===== src/sts_defs.svh =====
`ifndef STS_DEFS_SVH
`define STS_DEFS_SVH
`define STS_POS_W 12
`define STS_BCD_W 14
`define STS_END_MIN 12'h000
`define STS_END_MAX 12'hCCD
`define STS_CLK_NS 5
`define STS_RAMP_MS 220
`define STS_RAMP_RESET_MS 20
`define STS_RAMP_RESET_CYC ((`STS_RAMP_RESET_MS*1000000+`STS_CLK_NS-1)/`STS_CLK_NS)
`define STS_BASE_PERIOD_CYC 100000
`define STS_RAMP_STEPS 16
`define STS_LATCH_RST 1'h1
`endif


===== src/sts_pkg.sv =====
package sts_pkg;
   typedef enum logic [2:0] {
      ST_RESET = 3'h1,
      ST_IDLE = 3'h2,
      ST_RUN = 3'h4
   } sts_state_type;
endpackage : sts_pkg


===== src/sts_servo.sv =====
`timescale 1ns/100ps
`default_nettype none
`include "sts_defs.svh"
// Functional notes
// - auto mode ignores front-panel controls
// - keep stepping until target reached
// - economizer on when stopped, off running
// - power-up: go to zero, then target
// - target from tune word or decoded switches
// - count steps; stop on equality
// - ramp resets each stop; slow restart
// - initiate: drive down until zero, clear count
// - supplies not up: set latch, hold motor stopped
// - supplies up: latch holds, motor starts
// - latch forces run, overrides coincidence
// - zero sensor high resets latch once supplies are up; supplies not up keeps it set
// - zero detection stops motor until ramp reset
// - 12-bit up/down count per step
// - end stops at 0 and 3277
// - manual needs start; auto on new target
// - once running, start inputs ignored
module sts_servo #(
   parameter int BASE_PERIOD = `STS_BASE_PERIOD_CYC,
   parameter int RAMP_STEPS = `STS_RAMP_STEPS,
   parameter int RESET_CYC = `STS_RAMP_RESET_CYC
) (
   input wire logic CLK,
   input wire logic RST_N,
   input wire logic AUX_SUPPLIES_ON_IN,
   input wire logic RUN_INHIBIT_IN,
   input wire logic ZERO_POSITION_SENSOR_IN,
   input wire logic AUTO_MANUAL_SELECT_IN,
   input wire logic START_BUTTON,
   input wire logic [`STS_POS_W-1:0] TUNE_WORD,
   input wire logic [`STS_BCD_W-1:0] MANUAL_BCD,
   output logic [3:0] PHASE,
   output logic ECONOMIZER,
   output logic END_STOP_OUT,
   output logic DIR_UP,
   output logic [`STS_POS_W-1:0] POSITION
);
   localparam int SW = 5 + `STS_POS_W + `STS_BCD_W;
   localparam int PW = $clog2(2 * BASE_PERIOD + 1);
   localparam int RW = $clog2(RESET_CYC + 1);
   localparam logic [PW-1:0] P_MAX = PW'(2 * BASE_PERIOD);
   localparam logic [PW-1:0] P_MIN = PW'(BASE_PERIOD);
   localparam logic [PW-1:0] P_DEC = PW'(BASE_PERIOD / RAMP_STEPS);
   localparam logic [RW-1:0] R_END = RW'(RESET_CYC - 1);

   if (RAMP_STEPS < 1 || BASE_PERIOD < 2 * RAMP_STEPS || RESET_CYC < 1) begin : g_bad
      $error("sts_servo: bad period, ramp or reset count");
   end

   function automatic logic [11:0] bcd_to_bin(input logic [13:0] b);
      logic [13:0] v;
      v = 14'(b[13:12]) * 14'h3E8 + 14'(b[11:8]) * 14'h064
         + 14'(b[7:4]) * 14'h00A + 14'(b[3:0]);
      return v[11:0];
   endfunction : bcd_to_bin

   function automatic logic [3:0] phase_of(input logic [1:0] i);
      case (i)
         2'h0: return 4'h3;
         2'h1: return 4'h6;
         2'h2: return 4'hC;
         default: return 4'h9;
      endcase
   endfunction : phase_of

   function automatic logic at_limit(input logic [11:0] c);
      return c == `STS_END_MIN || c == `STS_END_MAX;
   endfunction : at_limit

   // every pin input, tune words included, passes two flops
   logic [SW-1:0] sync1;
   logic [SW-1:0] sync2;
   always_ff @(posedge CLK or negedge RST_N) begin
      if (!RST_N) begin
         // supplies count as not yet up until the pin says otherwise
         sync1 <= {1'b1, {(SW - 1){1'b0}}};
         sync2 <= {1'b1, {(SW - 1){1'b0}}};
      end else begin
         sync1 <= {AUX_SUPPLIES_ON_IN, RUN_INHIBIT_IN, ZERO_POSITION_SENSOR_IN,
                   AUTO_MANUAL_SELECT_IN, START_BUTTON, TUNE_WORD, MANUAL_BCD};
         sync2 <= sync1;
      end
   end

   logic aux;
   logic inh;
   logic zero;
   logic auto_sel;
   logic start;
   logic [11:0] target;
   assign aux = sync2[SW-1];
   assign inh = sync2[SW-2];
   assign zero = sync2[SW-3];
   assign auto_sel = sync2[SW-4];
   assign start = sync2[SW-5];
   // panel switches have no path at all in auto mode
   assign target = auto_sel ? sync2[`STS_BCD_W +: `STS_POS_W]
      : bcd_to_bin(sync2[`STS_BCD_W-1:0]);

   sts_pkg::sts_state_type state;
   sts_pkg::sts_state_type next_state;
   logic init_latch;
   logic next_latch;
   logic zero_pend;
   logic next_pend;
   logic dir_up;
   logic next_dir;
   logic [11:0] count;
   logic [11:0] next_count;
   logic [11:0] last_target;
   logic [11:0] next_last;
   logic [1:0] ph;
   logic [1:0] next_ph;
   logic [PW-1:0] period;
   logic [PW-1:0] next_period;
   logic [PW-1:0] tick;
   logic [PW-1:0] next_tick;
   logic [RW-1:0] rcnt;
   logic [RW-1:0] next_rcnt;
   logic step;
   logic stop;
   logic gt;
   logic eq;
   logic new_up;
   logic go;

   assign gt = target > count;
   assign eq = target == count;

   always_comb begin
      next_state = state;
      next_latch = init_latch;
      next_pend = zero_pend;
      next_dir = dir_up;
      next_count = count;
      next_last = last_target;
      next_ph = ph;
      next_period = period;
      next_rcnt = rcnt;
      step = 1'b0;
      stop = 1'b0;
      go = 1'b0;
      new_up = !init_latch && gt;
      // free-running step oscillator; steps only gated through
      next_tick = (tick >= period - PW'(1)) ? '0 : tick + PW'(1);
      if (aux) begin
         next_latch = 1'b1;
      end else if (zero) begin
         next_latch = 1'b0;
      end
      case (state)
         sts_pkg::ST_RESET: begin
            // restart is held off until the slow rate is back
            next_period = P_MAX;
            if (rcnt == R_END) begin
               next_state = sts_pkg::ST_IDLE;
            end else begin
               next_rcnt = rcnt + RW'(1);
            end
         end
         sts_pkg::ST_IDLE: begin
            go = init_latch
               || (zero_pend && !eq)
               || (!auto_sel && start && !eq)
               || (auto_sel && target != last_target && !eq);
            if (!init_latch && (new_up ? count == `STS_END_MAX : count == `STS_END_MIN)) begin
               go = 1'b0;
            end
            if (aux || inh) begin
               go = 1'b0;
            end
            if (zero_pend && eq && !init_latch) begin
               next_pend = 1'b0;
            end
            if (go) begin
               next_state = sts_pkg::ST_RUN;
               next_dir = new_up;
               next_last = target;
               next_pend = 1'b0;
            end
         end
         sts_pkg::ST_RUN: begin
            // start inputs are not looked at here at all
            stop = aux || inh;
            if (init_latch && zero) begin
               stop = 1'b1;
               next_count = '0;
               next_pend = 1'b1;
            end
            if (!init_latch && (eq || dir_up != gt)) begin
               stop = 1'b1;
            end
            if (!init_latch && (dir_up ? count == `STS_END_MAX : count == `STS_END_MIN)) begin
               stop = 1'b1;
            end
            if (stop) begin
               next_state = sts_pkg::ST_RESET;
               next_rcnt = '0;
            end else if (tick >= period - PW'(1)) begin
               step = 1'b1;
               next_count = dir_up ? count + 12'h001 : count - 12'h001;
               next_ph = dir_up ? ph + 2'h1 : ph - 2'h1;
               next_period = (period > P_MIN + P_DEC) ? period - P_DEC : P_MIN;
            end
         end
         default: begin
            next_state = sts_pkg::ST_RESET;
            next_rcnt = '0;
         end
      endcase
   end

   always_ff @(posedge CLK or negedge RST_N) begin
      if (!RST_N) begin
         state <= sts_pkg::ST_RESET;
         init_latch <= `STS_LATCH_RST;
         zero_pend <= 1'b0;
         dir_up <= 1'b0;
         count <= '0;
         last_target <= '0;
         ph <= 2'h0;
         period <= P_MAX;
         tick <= '0;
         rcnt <= '0;
         PHASE <= 4'h3;
         ECONOMIZER <= 1'b1;
         END_STOP_OUT <= 1'b1;
         DIR_UP <= 1'b0;
         POSITION <= '0;
      end else begin
         state <= next_state;
         init_latch <= next_latch;
         zero_pend <= next_pend;
         dir_up <= next_dir;
         count <= next_count;
         last_target <= next_last;
         ph <= next_ph;
         period <= next_period;
         tick <= next_tick;
         rcnt <= next_rcnt;
         PHASE <= phase_of(next_ph);
         ECONOMIZER <= next_state != sts_pkg::ST_RUN;
         END_STOP_OUT <= at_limit(next_count);
         DIR_UP <= next_dir;
         POSITION <= next_count;
      end
   end

   logic run;
   assign run = state == sts_pkg::ST_RUN;
endmodule : sts_servo
`default_nettype wire


===== config.mk =====
export PLATFORM = sky130hd
export DESIGN_NAME = sts_servo
export DESIGN_NICKNAME = d
export VERILOG_FILES = /design/src/sts_pkg.sv /design/src/sts_servo.sv
export VERILOG_INCLUDE_DIRS = /design/src
export SDC_FILE = /design/constraint.sdc
export NUM_CORES = 1
export LEC_CHECK = 0
export BUFFER_PORTS_ARGS = -buffer_cell sky130_fd_sc_hd__buf_2
export CAP_MARGIN = 40
export CORE_UTILIZATION = 40
export CTS_CLUSTER_DIAMETER = 100
export DETAILED_ROUTE_END_ITERATION = 7
export GPL_TIMING_DRIVEN = 0
export PLACE_DENSITY = 0.54
export SKIP_CTS_REPAIR_TIMING = 1
export SLEW_MARGIN = 20
export SYNTH_ARGS = -nofsm -noshare
export SYNTH_HDL_FRONTEND = slang
export SYNTH_SLANG_ARGS = --single-unit

===== constraint.sdc =====
create_clock -name CLK -period 6.2 [get_ports CLK]
set_clock_uncertainty 0.1 [all_clocks]
set_input_delay 1.24 -clock CLK [delete_from_list [all_inputs] [get_ports CLK]]
set_output_delay 1.24 -clock CLK [all_outputs]
set_load 0.02 [all_outputs]

==> metrics.yaml, run 1 <==
critical_path_buf_inv_count: 2
port-buffer-count: 51
synth_common_cells: "143 x dfrtp_1, 83 x ha_1, 78 x nor2_1"
grt_usage_pct: 17.2
post-route-period-util_pct: 98.4
synth_mux_area_share_pct: 2.91
start_util_pct: 40.9
dp_hpwl_um: 13600
routed_wl_um: 18600
drive_gt1_share_pct: 20.0
async_flop_share_pct: 100
worst_path_largest_cell_delay_ns: 0.54
cts.reportedPaths.clkPinSlew_ns: 0.07
synth_top_area_cell: "dfrtp_1"
crit_fanout: 6
clock_path_buffers: 2
synth_top_family_by_area: "simple AND/OR/NAND/NOR gates"
die-width_um: 152
ys_seq_area_share_pct: 44.1
pre_cts_ws_ns: -0.731
vdd_drop_max_mv: 0.182
nets: 1093
synth-simple-area-share_pct: 17.0
postPlaceCellArea_mm2: 0.00959
synth_top_cell_area_share_pct: 40.0
die_area_mm2: 0.0230
place_congestion: 0.792
vias: 6396
grt_pass1_wl_um: 30700
n_fill_cell: 2033
cellPowerDensity_mw_per_mm2: 253
path_class: "reg -> reg"
syn_area_mm2: 0.00895
synth-compound-area-share_pct: 10.3
synth-seq-cells: 157
synth-main-ff-cell: "dfrtp_1"
clockRootBuffer: "clkbuf_16"
endpoint_kind: "flop"
cts_buffers: 17
cts.sinks: 157
overflow: 0
core_area_mm2: 0.0219
fin_ws_ns: 0.0964
ys_types: 67
antenna_found_initial: 0
relSlewSlack_pct: 58.5
maxCapViolations: 0
clkLatencyLatePin_ns: 0.44
hold_viol: 0
ys_warn_count: 0
tightestPinTransition_ns: 0.622
area_growth_pct: 18.5
synth-edff-count: 0
ios: 52
critPathLaunchType: "flop"
synthXorXnorAreaFrac_pct: 8.22
synth.most_common_cell: "dfrtp_1"
drc: 0
final.setup.tns_ns: 0
avgRoutedWirePerCell_um: 14.8
fin_area_mm2: 0.0106
final_antenna_net_count: 0
grt_pass1_vias: 6128
period_needed_ns: 6.10
n_antenna_cell: 0
drtPass1Iterations: 4
path_delay_family: "adder cells"
via_per_inst: 5.08
htreeDepth: 4
synth_fa_ha_area_share_pct: 14.1
rsz0062_at_grt: "true"
synth_cells: 878
cts_tree: "built"
slowest_stage: "fa_2"
p_leak_nw: 4.83
critPathMostFrequentCell: "ha_4"
avgSynthCellArea_um2: 10.2
synth_nets: 1005
rows: 54
drv_slew: 0
worstPathRequired_ns: 6.45
grt_max_degree: 93
setup_violations: 0
hp-class: "reg -> reg"
die_height_um: 152
max_freq_mhz: 164
critPathArrivalTime_ns: 6.35
synth_area_leaders: "dfrtp_1 40%, ha_1 12%, xnor2_1 5.3%"
dr.first_iter.drc_count: 228
status: "complete, no violations"
cells in the final DEF, fill, tap and decap left out, types with 7 or more instances in the layout:
cell type / Yosys / final
a21o_1: 9 / 9
a21oi_1: 32 / 29
a31oi_1: 9 / 9
and3_1: 15 / 14
buf_2: 3 / 53
buf_4: 1 / 15
clkbuf_1: 20 / 17
clkbuf_16: 0 / 17
dfrtp_1: 143 / 142
dfstp_2: 14 / 14
fa_1: 11 / 9
ha_1: 83 / 70
ha_4: 0 / 11
inv_1: 49 / 45
mux2_2: 16 / 16
mux2i_1: 8 / 7
nand2_1: 66 / 66
nand3_1: 39 / 39
nand4_1: 12 / 12
nor2_1: 78 / 75
nor2b_1: 9 / 9
nor3_1: 26 / 26
o21ai_0: 45 / 42
o31ai_1: 9 / 9
or3_1: 10 / 10
xnor2_1: 54 / 51
xor2_1: 30 / 29
through the flow:
stage          hold WS [ns]  instances  power [W]  utilization, %
2_1_floorplan         0.231        878    0.00140               -
3_3_place_gp          0.232       1209    0.00152            43.6
3_5_place_dp          0.235       1210    0.00153            43.8
4_1_cts               0.245       1242    0.00260            46.5
5_1_grt               0.254       1259    0.00283            48.4
6_report              0.243       1259    0.00268            48.4
flip-flops by register name (all words and copies together) (netlist names):
register,cells
last_target,12
ph,2
PHASE,4
sync2,31
dir_up,1
period,17
init_latch,1
zero_pend,1
sync1,31
ECONOMIZER,1
END_STOP_OUT,1
state,3
tick,18
count,12
rcnt,22
final timing paths:
| check | startpoint | endpoint | slack (ns) | cells after the start |
|---|---|---|---|---|
| setup / recovery | sync2[7] | END_STOP_OUT | 0.1 | 25 |
| hold / removal | sync1[21] | sync2[21] | 0.24 | 0 |
| setup reg to reg | sync2[7] | END_STOP_OUT | 0.1 | 25 |
| hold reg to reg | sync1[21] | sync2[21] | 0.24 | 0 |
| max in group asynchronous | RST_N | sync1[30] | 4.52 | 2 |
| min in group asynchronous | RST_N | count[9] | 0.64 | 1 |
worst register-to-register path: stages (launching register included):
cell and delay (ns):
dfrtp_2 0.45, ha_4 0.23, ha_4 0.16, fa_2 0.54, fa_1 0.46, ha_4 0.30, ha_4 0.20, a211o_1 0.28
a21oi_2 0.19, nor2b_1 0.07, o21ai_1 0.13, nand2b_1 0.08, a21oi_2 0.16, xnor2_2 0.15, o21ai_2 0.14, ha_4 0.30
nand4_1 0.14, a211o_1 0.33, a221o_1 0.42, nand4_4 0.13, buf_8 0.13, buf_4 0.12, a21oi_2 0.03, a31oi_1 0.13
or4b_1 0.51, nor3_4 0.15
cell families (layout without fill, tap and decap cells):
logic type	after synthesis	after routing
AO/OA/AOI/OAI	143	143
XOR/XNOR	84	84
buffers and inverters	76	177
adder cells (fa/ha/maj)	94	94
multiplexers	24	24
AND/OR/NAND/NOR	300	300
flip-flops	157	157
routing by layer:
layer / track usage [%] / share of wire [%]
met1: 25.7 / 53
met2: 25.0 / 43
met3: 3.44 / 3.4
met4: 5.20 / 1.0
met5: 0 / 0
where the power goes:
group	internal, W	total [W]	switching, W
clock	0.000578	0.00106	0.000479
combinational	0.000271	0.000568	0.000297
sequential	0.00105	0.00106	0.00000989
total	0.00189	0.00268	0.000786
cell type report:
cell class	count	area, um2	area share, %
tap	280	350	3.31
buffer	27	144	1.36
inverter	49	184	1.74
multi-input combinational	645	4950	46.7
clock inverter	14	169	1.59
sequential	157	3950	37.2
timing repair buffer	69	428	4.04
clock buffer	18	429	4.05
(Power assumes the default switching activity.)
==> run 2: changes to the inputs <==
--- a/config.mk
+++ b/config.mk
@@ -8,11 +8,12 @@
 export LEC_CHECK = 0
 export BUFFER_PORTS_ARGS = -buffer_cell sky130_fd_sc_hd__buf_2
 export CAP_MARGIN = 40
-export CORE_UTILIZATION = 40
+export CORE_ASPECT_RATIO = 2
+export CORE_UTILIZATION = 45
 export CTS_CLUSTER_DIAMETER = 100
 export DETAILED_ROUTE_END_ITERATION = 7
 export GPL_TIMING_DRIVEN = 0
-export PLACE_DENSITY = 0.54
+export PLACE_DENSITY = 0.6
 export SKIP_CTS_REPAIR_TIMING = 1
 export SLEW_MARGIN = 20
 export SYNTH_ARGS = -nofsm -noshare
==> metrics.yaml, run 2 (synthesis results as in run 1) <==
p_sw_w: 0.000719  # was 0.000786 W
dp_cells: 1189  # was 1210
die_height_um: 201  # was 152 um
grt_util_met1_pct: 22.0  # was 25.7%
min_from: "sync1[4]"  # was sync1[21]
power_frac_seq_pct: 40.8  # was 39.4%
dr.first_iter.drc_count: 255  # was 228
n_fill_cell: 1763  # was 2033
setup_violations: 0  # unchanged
p_sw_share_pct: 27.7  # was 29.3%
critPathLaunchType: "flop"  # unchanged
htreeDepth: 4  # unchanged
hold_viol: 0  # unchanged
rows: 72  # was 54
nets: 1099  # was 1093
dp_hpwl_um: 14700  # was 13600 um
grt-busiest-layer: "met2"  # was met1
cts_tree: "built"  # unchanged
final_common_cell: "dfrtp_1"  # unchanged
p_int_w: 0.00187  # was 0.00189 W
final_antenna_net_count: 0  # unchanged
overflow: 0  # unchanged
critPathArrivalTime_ns: 6.32  # was 6.35 ns
grt_pass1_vias: 6907  # was 6128
p_clk_share_pct: 38.4  # was 39.4%
grt_max_degree: 93  # unchanged
multi_input_area_mm2: 0.00502  # was 0.00495 mm2
avgRoutedWirePerCell_um: 16.1  # was 14.8 um
min_path_cells: 0  # unchanged
vdd_drop_max_mv: 0.165  # was 0.182 mV
maxCapViolations: 0  # unchanged
drv_slew: 0  # unchanged
core_area_mm2: 0.0194  # was 0.0219 mm2
globalRouteMet2Util_pct: 39.3  # was 25.0%
drive_gt1_share_pct: 20.6  # was 20.0%
post-route-period-util_pct: 97.5  # was 98.4%
path_class: "reg -> reg"  # unchanged
grt_usage_pct: 21.3  # was 17.2%
clock_path_buffers: 2  # unchanged
fin_util_pct: 55.0  # was 48.4%
routed_wl_um: 20000  # was 18600 um
final.setup.tns_ns: 0  # unchanged
start_util_pct: 46.2  # was 40.9%
worstPathRequired_ns: 6.47  # was 6.45 ns
slowest_stage: "or3b_2"  # was fa_2
cts.sinks: 157  # unchanged
path_cells: "ha_1 > ha_1 > fa_1 > a31oi_1 > xnor2_1 > ha_1 > ha_1 > ha_1 > inv_1 > nor4_1 > a211o_1 > or3b_2 > ha_1 > nand4_1 > a211o_1 > a221o_1 > nand4_4 > buf_8 > buf_4 > a21oi_2 > a31oi_1 > or4b_4 > nor3_2"
r2r-start: "sync2[8]"  # was sync2[7]
finalNonFillerCells: 1244  # was 1259
tightestPinTransition_ns: 0.661  # was 0.622 ns
port-buffer-count: 51  # unchanged
area_growth_pct: 19.1  # was 18.5%
path_delay_family: "adder cells"  # unchanged
max_freq_mhz: 165  # was 164 MHz
grt_util_met3_pct: 4.20  # was 3.44%
worst_path_largest_cell_delay_ns: 0.53  # was 0.54 ns
endpoint_kind: "flop"  # unchanged
regArea_mm2: 0.00395  # about the same
drc: 0  # unchanged
drtPass1Iterations: 4  # unchanged
antenna_found_initial: 0  # unchanged
critPathLaunch: "sync2[8]"  # was sync2[7]
cts.reportedPaths.clkPinSlew_ns: 0.06  # was 0.07 ns
hp-class: "reg -> reg"  # unchanged
via_per_inst: 5.34  # was 5.08
die_area_mm2: 0.0205  # was 0.0230 mm2
status: "complete, no violations"  # unchanged
critical_path_buf_inv_count: 3  # was 2
reg2reg_depth: 23  # was 25
clkLatencyLatePin_ns: 0.44  # about the same
critPathMostFrequentCell: "ha_1"  # was ha_4
grt_pass1_wl_um: 33100  # was 30700 um
hold_slack_ns: 0.245  # was 0.243 ns
ios: 52  # unchanged
relSlewSlack_pct: 55.9  # was 58.5%
totalPowerFinal_w: 0.00259  # was 0.00268 W
vias: 6649  # was 6396
cellPowerDensity_mw_per_mm2: 243  # was 253 mW/mm2
cts_buffers: 17  # unchanged
final_cell_mix: "143 x dfrtp_1, 75 x nor2_1, 71 x ha_1, 64 x nand2_1, 53 x buf_2"  # was 142 x dfrtp_1, 75 x nor2_1, 70 x ha_1, 66 x nand2_1, 53 x buf_2
n_antenna_cell: 0  # unchanged
p_leak_nw: 4.86  # was 4.83 nW
cp.depth: 23  # was 25
place_congestion: 0.845  # was 0.792
clockRootBuffer: "clkbuf_16"  # unchanged
rsz0062_at_grt: "true"  # unchanged
die-width_um: 102  # was 152 um
reg_top3: "sync1: 31 flops, sync2: 31 flops, rcnt: 22 flops"  # unchanged
crit_fanout: 6  # unchanged
period_needed_ns: 6.05  # was 6.10 ns
comb_power_share_pct: 20.8  # was 21.2%
run 2: cell count changes in the layout (fill, tap and decap cells not counted), moves of 3 or more:
cell      delta
clkinv_2     +4
a21oi_1      -3
a21oi_2      +3
inv_6        -4
buf_4        +5
mux2_2      -11
mux2_4      +11
inv_8        -4
run 2: path summary, 6_finish.rpt:
check	to	slack, ns
min	sync2[4]	0.25
max	END_STOP_OUT	0.15
min in group asynchronous	sync2[11]	0.65
min reg2reg	sync2[4]	0.25
max in group asynchronous	PHASE[1]	4.51
max reg2reg	END_STOP_OUT	0.15
run 2: cell type report:
class                           count  area share (%)
Timing Repair Buffer               75            4.47
Clock buffer                       22            4.36
Inverter                           49            1.73
Sequential cell                   157            37.0
Buffer                             27            1.41
Tap cell                          259            3.04
Multi-Input combinational cell    645            47.1
Clock inverter                     10           0.857
run 2: layer usage:
layer | wire, um | share of wire (%) | up-vias
met5 | 0 | 0 | -
met1 | 7440 | 37 | 3245
met4 | 689 | 3.4 | 0
met2 | 11400 | 57 | 105
li1 | - | - | 3249
met3 | 470 | 2.4 | 50
run 2: power by group through the flow:
stage | logic [W] | clock network, W | registers (W)
after CTS | 0.000455 | 0.00103 | 0.00106
after global routing | 0.000615 | 0.00107 | 0.00106
final | 0.000538 | 0.000996 | 0.00106
after detailed placement | 0.000452 | 0 | 0.00108
after global placement | 0.000443 | 0 | 0.00108
after floorplan | 0.000328 | 0 | 0.00107
run 2: through the flow:
stage                     setup WS [ns]  area, um2
after floorplan                   0.111       8950
after global placement           -0.714       9530
after detailed placement         -0.775       9560
after CTS                        -0.809      10100
after global routing             -0.167      10700
final                             0.154      10700
